<file path="src/inc/pdm_pkg.sv">
// Package with constants and types for the port D/E pin-function mux
package pdm_pkg;

  localparam int unsigned PORT_W       = 8;
  localparam logic [7:0]  RST_DATA     = 8'h00;
  localparam logic [7:0]  RST_DIR      = 8'h00;
  localparam logic [7:0]  RST_OD       = 8'h00;
  localparam logic [7:0]  RST_ALT      = 8'h00;
  localparam logic [1:0]  RST_EDGE     = 2'h0;
  localparam int unsigned IO_ADDR_W    = 16;
  localparam int unsigned STB_SEL_LSB  = 13;
  localparam int unsigned TX_A_BIT     = 6;
  localparam int unsigned TX_B_BIT     = 4;
  localparam int unsigned RX_A_BIT     = 7;
  localparam int unsigned RX_B_BIT     = 5;
  localparam int unsigned SEL_BIT      = 7;
  localparam int unsigned IRQ0_A_BIT   = 0;
  localparam int unsigned IRQ0_B_BIT   = 4;
  localparam int unsigned IRQ1_A_BIT   = 1;
  localparam int unsigned IRQ1_B_BIT   = 5;
  localparam int unsigned ATTN_BIT     = 7;
  localparam int unsigned SRD_BIT      = 3;
  localparam int unsigned SWR_BIT      = 2;
  localparam int unsigned SA0_BIT      = 4;
  localparam int unsigned SA1_BIT      = 5;
  localparam int unsigned CLK_A_BIT    = 1;
  localparam int unsigned CLK_B_BIT    = 0;

  // Edge selection of one interrupt input
  localparam logic [1:0]  EDGE_OFF     = 2'h0;
  localparam logic [1:0]  EDGE_FALL    = 2'h1;
  localparam logic [1:0]  EDGE_RISE    = 2'h2;
  localparam logic [1:0]  EDGE_BOTH    = 2'h3;

  // Strobe modes
  typedef enum logic [1:0] {
    PDM_STB_CS   = 2'h0,
    PDM_STB_WR   = 2'h1,
    PDM_STB_RD   = 2'h2,
    PDM_STB_RDWR = 2'h3
  } pdm_stb_mode_t;

endpackage

</file>
<file path="src/core/pdm_edge_latch.sv">
// Edge detector with a sticky request latch for one interrupt pin
`timescale 1ns/1ps
`default_nettype none
module pdm_edge_latch (
  input  wire logic       clock,
  input  wire logic       rst,
  input  wire logic       ce,
  input  wire logic       pin_sync,
  input  wire logic [1:0] edge_sel,
  input  wire logic       clear,
  output logic            pending
);
  logic prev;
  wire  rise  = pin_sync & ~prev;
  wire  fall  = ~pin_sync & prev;
  wire  event_hit = (edge_sel[1] & rise) | (edge_sel[0] & fall);

  always_ff @(posedge clock or posedge rst) begin
    if (rst) begin
      // Idle pin level is high, so no false edge follows reset
      prev    <= 1'b1;
      pending <= 1'b0;
    end else if (ce) begin
      prev <= pin_sync;
      if (event_hit) begin // RULE18
        pending <= 1'b1;
      end else if (clear) begin
        pending <= 1'b0;
      end
    end
  end

  a_pending_set: assert property (@(posedge clock) disable iff (rst)
    ce && event_hit |=> pending) // RULE15
    else $error("edge not latched");
endmodule
`default_nettype wire

</file>
<file path="src/core/pdm_port_mux.sv">
// Port D/E pin-function mux with slave-port and serial-clock pin routing
// Functional notes
// RULE1 - Every bit of both ports has its own direction control.
// RULE2 - Port D bits can be push-pull or open-drain per bit.
// RULE3 - Output data passes holding registers loaded on a timer event.
// RULE4 - Port D bit 6 and 4 can carry serial A and B transmit data.
// RULE5 - Port D bits 7 and 5 feed serial A and B receive; software sets inputs.
// RULE6 - Each port E line can become an I/O strobe individually.
// RULE7 - A strobe fires only for external I/O in its eighth of 64K.
// RULE8 - Each strobe is chip select, write, read or read-and-write.
// RULE9 - Software sets strobe bits as outputs or the pin stays quiet.
// RULE10 - Slave port enabled: port E bit 7 is active-low slave select.
// RULE11 - Software keeps port E bit 7 an input when used as select.
// RULE12 - Port E bit 7 output low keeps slave select asserted.
// RULE13 - Port E bits 0 and 4 request external interrupt 0.
// RULE14 - Port E bits 1 and 5 request external interrupt 1.
// RULE15 - Each interrupt input triggers on falling, rising or both edges.
// RULE16 - Two inputs of one interrupt are edge-detected apart, then ORed.
// RULE17 - Software sets interrupt source bits as inputs.
// RULE18 - Each interrupt pin has its own pending latch.
// RULE19 - Slave enabled: port B bit 7 drives active-low attention.
// RULE20 - Master pulses active-low read strobe on port B bit 3.
// RULE21 - Master pulses active-low write strobe on port B bit 2.
// RULE22 - Master gives two-bit register address on port B bits 4 and 5.
// RULE23 - Slave enabled: port A is the bidirectional slave data bus.
// RULE24 - Synchronous serial: port B bits 1 and 0 carry clocks A and B.
// RULE25 - Alternate functions drive the pin instead of the data register.
`timescale 1ns/1ps
`default_nettype none
module pdm_port_mux #(
  parameter int unsigned W = 8
) (
  input  wire logic         clock,
  input  wire logic         rst,
  input  wire logic         ce,
  input  wire logic         timer_event,
  input  wire logic [W-1:0] pd_data,
  input  wire logic [W-1:0] pd_dir,
  input  wire logic [W-1:0] pd_od,
  input  wire logic [W-1:0] pd_timed,
  input  wire logic [W-1:0] pe_data,
  input  wire logic [W-1:0] pe_dir,
  input  wire logic [W-1:0] pe_timed,
  input  wire logic [W-1:0] pe_strobe_en,
  input  wire logic [15:0]  strobe_mode,
  input  wire logic         tx_a_alt_en,
  input  wire logic         tx_b_alt_en,
  input  wire logic         tx_a,
  input  wire logic         tx_b,
  input  wire logic         rx_a_alt_en,
  input  wire logic         rx_b_alt_en,
  input  wire logic         io_cycle,
  input  wire logic         io_read,
  input  wire logic         io_write,
  input  wire logic [15:0]  io_addr,
  input  wire logic [3:0]   irq_src_en,
  input  wire logic [7:0]   irq_edge,
  input  wire logic         irq0_ack,
  input  wire logic         irq1_ack,
  input  wire logic         slave_en,
  input  wire logic         slave_attention_req,
  input  wire logic [W-1:0] slave_dout,
  input  wire logic         slave_dout_en,
  input  wire logic         sync_a_en,
  input  wire logic         sync_b_en,
  input  wire logic         serial_a_clock_out,
  input  wire logic         serial_a_clock_oe,
  input  wire logic         serial_b_clock_out,
  input  wire logic         serial_b_clock_oe,
  input  wire logic [W-1:0] port_d_lines_in,
  input  wire logic [W-1:0] port_e_lines_in,
  input  wire logic [W-1:0] port_a_in,
  input  wire logic [5:0]   port_b_in,
  output logic [W-1:0]      port_d_lines_out,
  output logic [W-1:0]      port_d_lines_oe,
  output logic [W-1:0]      port_e_lines_out,
  output logic [W-1:0]      port_e_lines_oe,
  output logic [W-1:0]      port_a_out,
  output logic [W-1:0]      port_a_oe,
  output logic              slave_attention_n,
  output logic              serial_a_clock_pin_out,
  output logic              serial_a_clock_pin_oe,
  output logic              serial_b_clock_pin_out,
  output logic              serial_b_clock_pin_oe,
  output logic [W-1:0]      port_d_read,
  output logic [W-1:0]      port_e_read,
  output logic [W-1:0]      slave_data_in,
  output logic              slave_chip_select_n,
  output logic              slave_read_strobe_n,
  output logic              slave_write_strobe_n,
  output logic [1:0]        slave_reg_addr,
  output logic              serial_a_clock_in,
  output logic              serial_b_clock_in,
  output logic              rx_a,
  output logic              rx_b,
  output logic              irq0_pending,
  output logic              irq1_pending
);
  // Input synchronisers
  logic [W-1:0] d_s1, d_s2, e_s1, e_s2, a_s1, a_s2;
  logic [5:0]   b_s1, b_s2;

  always_ff @(posedge clock or posedge rst) begin
    if (rst) begin
      d_s1 <= '0;
      d_s2 <= '0;
      e_s1 <= '1;
      e_s2 <= '1;
      a_s1 <= '0;
      a_s2 <= '0;
      b_s1 <= '0;
      b_s2 <= '0;
    end else if (ce) begin
      d_s1 <= port_d_lines_in;
      d_s2 <= d_s1;
      e_s1 <= port_e_lines_in;
      e_s2 <= e_s1;
      a_s1 <= port_a_in;
      a_s2 <= a_s1;
      b_s1 <= port_b_in;
      b_s2 <= b_s1;
    end
  end

  // Holding registers; timed bits load only on the timer event
  logic [W-1:0] pd_hold, pe_hold;
  wire  [W-1:0] pd_load = timer_event ? {W{1'b1}} : ~pd_timed; // RULE3
  wire  [W-1:0] pe_load = timer_event ? {W{1'b1}} : ~pe_timed; // RULE3
  wire  [W-1:0] next_pd_hold = (pd_load & pd_data) | (~pd_load & pd_hold);
  wire  [W-1:0] next_pe_hold = (pe_load & pe_data) | (~pe_load & pe_hold);

  always_ff @(posedge clock or posedge rst) begin
    if (rst) begin
      pd_hold <= pdm_pkg::RST_DATA;
      pe_hold <= pdm_pkg::RST_DATA;
    end else if (ce) begin
      pd_hold <= next_pd_hold;
      pe_hold <= next_pe_hold;
    end
  end

  // Strobe decode: one eighth of the 64K I/O space per line
  function automatic logic strobe_hit(input logic [1:0] mode, input logic rd, input logic wr);
    case (mode)
      2'h0:    strobe_hit = 1'b1;
      2'h1:    strobe_hit = wr;
      2'h2:    strobe_hit = rd;
      2'h3:    strobe_hit = rd | wr;
      default: strobe_hit = 1'b0;
    endcase
  endfunction

  wire [2:0]   io_slot = io_addr[pdm_pkg::IO_ADDR_W-1:pdm_pkg::STB_SEL_LSB];
  logic [W-1:0] strobe_act;
  always_comb begin
    for (int i = 0; i < W; i++) begin
      strobe_act[i] = io_cycle && (io_slot == i[2:0]) // RULE7
                      && strobe_hit(strobe_mode[2*i+:2], io_read, io_write); // RULE8
    end
  end

  // Port D pin drive
  logic [W-1:0] pd_val;
  always_comb begin
    pd_val = pd_hold;
    if (tx_a_alt_en) pd_val[pdm_pkg::TX_A_BIT] = tx_a; // RULE4 RULE25
    if (tx_b_alt_en) pd_val[pdm_pkg::TX_B_BIT] = tx_b; // RULE4 RULE25
  end
  wire [W-1:0] pd_drive = pd_dir; // RULE1
  // Open drain bits drive only a low level
  wire [W-1:0] next_pd_out = pd_val & ~pd_od; // RULE2
  wire [W-1:0] next_pd_oe  = pd_drive & (~pd_od | ~pd_val); // RULE2

  // Port E pin drive; strobe lines are active low
  wire [W-1:0] next_pe_out = (pe_strobe_en & ~strobe_act) | (~pe_strobe_en & pe_hold); // RULE6 RULE25
  wire [W-1:0] next_pe_oe  = pe_dir; // RULE1 RULE9

  // Slave data bus drive
  wire [W-1:0] next_pa_oe  = (slave_en && slave_dout_en) ? {W{1'b1}} : '0; // RULE23

  always_ff @(posedge clock or posedge rst) begin
    if (rst) begin
      port_d_lines_out <= '0;
      port_d_lines_oe  <= pdm_pkg::RST_DIR;
      port_e_lines_out <= '0;
      port_e_lines_oe  <= pdm_pkg::RST_DIR;
      port_a_out       <= '0;
      port_a_oe        <= '0;
    end else if (ce) begin
      port_d_lines_out <= next_pd_out;
      port_d_lines_oe  <= next_pd_oe;
      port_e_lines_out <= next_pe_out;
      port_e_lines_oe  <= next_pe_oe;
      port_a_out       <= slave_dout; // RULE23
      port_a_oe        <= next_pa_oe;
    end
  end

  // Slave select: pin level, or driven output level when bit 7 is an output
  wire sel_level = pe_dir[pdm_pkg::SEL_BIT] ? pe_hold[pdm_pkg::SEL_BIT] : e_s2[pdm_pkg::SEL_BIT]; // RULE12
  wire next_scs_n = slave_en ? sel_level : 1'b1; // RULE10

  always_ff @(posedge clock or posedge rst) begin
    if (rst) begin
      slave_attention_n    <= 1'b1;
      slave_chip_select_n  <= 1'b1;
      slave_read_strobe_n  <= 1'b1;
      slave_write_strobe_n <= 1'b1;
      slave_reg_addr       <= 2'h0;
      slave_data_in        <= '0;
    end else if (ce) begin
      slave_attention_n    <= ~(slave_en & slave_attention_req); // RULE19
      slave_chip_select_n  <= next_scs_n;
      slave_read_strobe_n  <= ~slave_en | b_s2[pdm_pkg::SRD_BIT]; // RULE20
      slave_write_strobe_n <= ~slave_en | b_s2[pdm_pkg::SWR_BIT]; // RULE21
      slave_reg_addr       <= {b_s2[pdm_pkg::SA1_BIT], b_s2[pdm_pkg::SA0_BIT]}; // RULE22
      slave_data_in        <= a_s2; // RULE23
    end
  end

  // Serial clocks and alternate receive
  always_ff @(posedge clock or posedge rst) begin
    if (rst) begin
      serial_a_clock_pin_out <= 1'b0;
      serial_a_clock_pin_oe  <= 1'b0;
      serial_b_clock_pin_out <= 1'b0;
      serial_b_clock_pin_oe  <= 1'b0;
      serial_a_clock_in      <= 1'b0;
      serial_b_clock_in      <= 1'b0;
      rx_a                   <= 1'b1;
      rx_b                   <= 1'b1;
      port_d_read            <= '0;
      port_e_read            <= '0;
    end else if (ce) begin
      serial_a_clock_pin_out <= serial_a_clock_out; // RULE24
      serial_a_clock_pin_oe  <= sync_a_en & serial_a_clock_oe; // RULE24
      serial_b_clock_pin_out <= serial_b_clock_out; // RULE24
      serial_b_clock_pin_oe  <= sync_b_en & serial_b_clock_oe; // RULE24
      serial_a_clock_in      <= b_s2[pdm_pkg::CLK_A_BIT]; // RULE24
      serial_b_clock_in      <= b_s2[pdm_pkg::CLK_B_BIT]; // RULE24
      rx_a                   <= rx_a_alt_en ? d_s2[pdm_pkg::RX_A_BIT] : 1'b1; // RULE5
      rx_b                   <= rx_b_alt_en ? d_s2[pdm_pkg::RX_B_BIT] : 1'b1; // RULE5
      port_d_read            <= d_s2;
      port_e_read            <= e_s2;
    end
  end

  // External interrupts: per-pin edge latches, ORed per interrupt
  logic [3:0] src_pend;
  wire  [3:0] src_pin = {e_s2[pdm_pkg::IRQ1_B_BIT], e_s2[pdm_pkg::IRQ1_A_BIT],
                         e_s2[pdm_pkg::IRQ0_B_BIT], e_s2[pdm_pkg::IRQ0_A_BIT]}; // RULE13 RULE14
  wire  [3:0] src_clr = {irq1_ack, irq1_ack, irq0_ack, irq0_ack};

  for (genvar k = 0; k < 4; k++) begin : g_irq
    pdm_edge_latch u_latch (
      .clock    (clock),
      .rst      (rst),
      .ce       (ce),
      .pin_sync (src_pin[k]),
      .edge_sel (irq_src_en[k] ? irq_edge[2*k+:2] : pdm_pkg::EDGE_OFF), // RULE15
      .clear    (src_clr[k]),
      .pending  (src_pend[k])
    );
  end

  always_ff @(posedge clock or posedge rst) begin
    if (rst) begin
      irq0_pending <= 1'b0;
      irq1_pending <= 1'b0;
    end else if (ce) begin
      irq0_pending <= src_pend[0] | src_pend[1]; // RULE16
      irq1_pending <= src_pend[2] | src_pend[3]; // RULE16
    end
  end

  a_strobe_low: assert property (@(posedge clock) disable iff (rst)
    ce && pe_strobe_en[0] && pe_dir[0] && io_cycle && io_slot == 3'h0 && strobe_mode[1:0] == 2'h0
    |=> !port_e_lines_out[0]) // RULE7
    else $error("strobe 0 not asserted");
  a_strobe_idle: assert property (@(posedge clock) disable iff (rst)
    ce && pe_strobe_en[1] && !io_cycle |=> port_e_lines_out[1]) // RULE8
    else $error("strobe active outside io cycle");
  a_tx_route: assert property (@(posedge clock) disable iff (rst)
    ce && tx_a_alt_en && pd_dir[pdm_pkg::TX_A_BIT] && !pd_od[pdm_pkg::TX_A_BIT]
    |=> port_d_lines_out[pdm_pkg::TX_A_BIT] == $past(tx_a)) // RULE4
    else $error("tx a not routed");
  a_open_drain: assert property (@(posedge clock) disable iff (rst)
    port_d_lines_oe[2] && $past(pd_od[2]) && $past(ce) |-> !port_d_lines_out[2]) // RULE2
    else $error("open drain drove high");
  a_dir_input: assert property (@(posedge clock) disable iff (rst)
    ce && !pe_dir[3] |=> !port_e_lines_oe[3]) // RULE1
    else $error("input bit driven");
  a_hold_timed: assert property (@(posedge clock) disable iff (rst)
    ce && pd_timed[0] && !timer_event |=> pd_hold[0] == $past(pd_hold[0])) // RULE3
    else $error("timed bit changed early");
  a_select_forced: assert property (@(posedge clock) disable iff (rst)
    ce && slave_en && pe_dir[7] && !pe_hold[7] |=> !slave_chip_select_n) // RULE12
    else $error("select not forced");
  a_attention: assert property (@(posedge clock) disable iff (rst)
    ce && !slave_en |=> slave_attention_n) // RULE19
    else $error("attention without slave port");
  a_irq_or: assert property (@(posedge clock) disable iff (rst)
    ce && src_pend[1] |=> irq0_pending) // RULE16
    else $error("source b not ORed");
endmodule
`default_nettype wire

</file>
<file path="config.mk">
export PLATFORM = sky130hd
export DESIGN_NAME = pdm_port_mux
export DESIGN_NICKNAME = d
export VERILOG_FILES = /design/src/inc/pdm_pkg.sv /design/src/core/pdm_edge_latch.sv /design/src/core/pdm_port_mux.sv
export SDC_FILE = /design/constraint.sdc
export NUM_CORES = 1
export LEC_CHECK = 0
export ABC_AREA = 1
export ABC_CLOCK_PERIOD_IN_PS = 6320
export CAP_MARGIN = 15
export CORE_MARGIN = 4
export CORE_UTILIZATION = 36
export CTS_CLUSTER_DIAMETER = 100
export DETAILED_ROUTE_END_ITERATION = 6
export DONT_BUFFER_PORTS = 1
export REMOVE_ABC_BUFFERS = 1
export SYNTH_ARGS = -nofsm -noshare
export SYNTH_HDL_FRONTEND = slang
export SYNTH_SLANG_ARGS = --single-unit
</file>
<file path="constraint.sdc">
create_clock -name clock -period 6.32 [get_ports clock]
set_input_delay 1.264 -clock clock [delete_from_list [all_inputs] [get_ports clock]]
set_output_delay 1.264 -clock clock [all_outputs]
set_load 0.005 [all_outputs]
</file>
==> flow_summary.ini <==
[logic_synthesis]
ys_types = 17
synth_ff_type = dfrtp_1
ys_warn_count = 0
avgSynthCellArea_um2 = 8.39
synthTopCellsByCount = nand2_1, dfrtp_1, inv_1
synth_xor_area_share_pct = 0
syn_area_um2 = 7010
synth_seq_cells = 165
ys_async_sr_fraction_pct = 100
synth_top_area_share_pct = 49.6
synthAdderAreaFrac_pct = 0
syn_inst = 835
yosys.area.top_type = dfrtp_1
ys_seq_area_share_pct = 59.4
synthSimpleGateAreaFrac_pct = 23.2
synth_compound_area_share_pct = 8.05
synth.area.mux_share_pct = 0
synth_most_common_cell = nand2_1
synth_top_family_by_area = simple AND/OR/NAND/NOR gates
synth.area.top_cells = dfrtp_1, nand2_1, dfstp_2
synth_edf_count = 0

[sta]
final_hold_viol_count = 0
rsz0062_at_grt = false
fin_tns_setup_ns = 0
slew_headroom_pct = 35.3
skew_ns = 0.00885
setup_viol = 0
maxSlewViolCount = 0
finalWorstSetupSlack_ns = 3.76
timing.fmax_mhz = 390
tightest_slew_ns = 0.971
period_minus_slack_ns = 2.56
period_share_pct = 40.6
whs_ns = 0.463

[worst_hold_path]
hp-class = register to register
hold_depth = 2

[global_routing]
grt_first_pass_wirelength_um = 25600
antenna_found_initial = 0
grt-ovfl-total = 0
grt_max_degree = 162
gr-usage-all-layers_pct = 14.6
grt_pass1_vias = 4823

[floorplanning]
ioPinCount = 258
die-area_um2 = 21800
core_region_area_um2 = 19000
start_util_pct = 37.0
fp.dieH_um = 148
die_w_um = 148
num_rows = 50

[critical_path]
cp.arrival_ns = 2.91
worst_ep_required_time_ns = 6.66
critPathLaunchType = input port
path_class = input port to register
cp_max_fo = 161
ff2ff_path_depth = 1
cp-end-kind = register

[place]
place.port_buffers = 0
dp_hpwl_um = 10400
gp_routability_congestion = 0.774
dpl_worst_slack_ns = 3.39

[clocking]
cts_tree = built
root_buffer = clkbuf_16
max-clock-path-buffers = 2
ctsHoldBuffers = 0
cts_setup_buffers = 0
clk_latency_ns = 0.41
cts_max_level = 4
cts_buffers = 17
cts_resized = 0
cts_sinks = 165
clk_pin_slew_ns = 0.07

[routing]
avgViaCountPerCell = 4.55
dr.pass1.iters = 4
drt_iter0_drc = 198
avgRoutedWirePerCell_um = 14.5
drcViolationCount = 0
ant_nets = 0
drt_wl_total_um = 15700
vias = 4934

[finish]
diodes = 0
drive_gt1_share_pct = 7.64
nFillCells = 1954
fin_nets = 982
final_util_pct = 40.3
area_growth_pct = 9.12

[power_and_ir_drop]
leakage_uw = 0.00392
p_per_area_nw_per_um2 = 326
ir_worst_vdd_mv = 0.170

[status]
status = finished, final reports clean

[job]
maxCapViolCount = 0
-- cell families (layout without fill, tap and decap cells) --
family,Yosys count,count (layout)
AO/OA/AOI/OAI,112,112
buffers and inverters,138,128
flip-flops,165,165
AND/OR/NAND/NOR,420,420
-- flip-flops by register name (all words and copies together), names as in the netlist, 2 cells and up, named ones only --
| register | cells |
|---|---|
| e_s2 | 8 |
| g_irq.u_latch.prev | 4 |
| d_s2 | 8 |
| port_a_out | 8 |
| port_e_lines_out | 8 |
| port_e_lines_oe | 8 |
| a_s1 | 8 |
| slave_data_in | 8 |
| slave_reg_addr | 2 |
| port_d_lines_out | 8 |
| port_e_read | 8 |
| port_d_lines_oe | 8 |
| b_s1 | 6 |
| g_irq.u_latch.pending | 4 |
| e_s1 | 8 |
| a_s2 | 8 |
| port_d_read | 8 |
| b_s2 | 6 |
| d_s1 | 8 |
-- critical path, cell delays in order --
cell	delay, ns
inv_4	0.66
buf_4	0.58
nor2_1	0.12
a21oi_1	0.16
-- power breakdown --
group | switching (uW) | total [uW] | internal [uW] | leakage, uW
combinational | 113 | 179 | 65.9 | 0.00163
sequential | 80.7 | 1270 | 1180 | 0.00200
clock | 440 | 1050 | 610 | 0.000296
total | 634 | 2490 | 1860 | 0.00392
-- path summary, 6_finish.rpt --
kind / endpoint / from / slack [ns]
min in group asynchronous: b_s2[0] / rst / 0.91
max in group asynchronous: b_s1[5] / rst / 4.00
min reg2reg: e_s1[7] / e_s1[7] / 0.46
max: rx_b / ce / 3.76
max reg2reg: port_a_oe[6] / port_a_oe[6] / 5.38
min: e_s1[7] / e_s1[7] / 0.46
-- per-stage QoR --
stage	instance area [um^2]	cells	power (uW)
2_1_floorplan	6700	791	1410
3_3_place_gp	7050	1053	1460
3_5_place_dp	7050	1053	1470
4_1_cts	7650	1085	2540
5_1_grt	7650	1085	2630
6_report	7650	1085	2490
-- layout by cell type (no fill, tap or decap), drive strengths merged --
cell type / n
bufinv: 2
nand2: 344
buf: 2
clkinv: 6
clkinvlp: 1
o21ai: 104
a21oi: 7
nand3: 37
dfstp: 26
inv: 98
nor2: 39
a22o: 1
dfrtp: 139
clkbuf: 19
-- layout make-up --
type                    count  area [um^2]  share of cell area [%]
flip-flops and latches    165         4160                    54.4
multi-input cells         532         2190                    28.6
clock buffers              19          453                    5.92
inverters                  94          360                    4.71
well taps                 260          325                    4.25
clock inverters            13          146                    1.91
repair buffers              2         15.0                   0.196
-- per-layer routing --
metal / global-route usage, % / wire length [um] / vias up
li1: - / - / 2509
met1: 19.2 / 6930 / 2241
met2: 21.8 / 7100 / 170
met3: 6.71 / 1460 / 14
met4: 4.15 / 182 / 0
met5: 0 / 0 / -
Note: power is estimated with default switching activity, not from simulation.
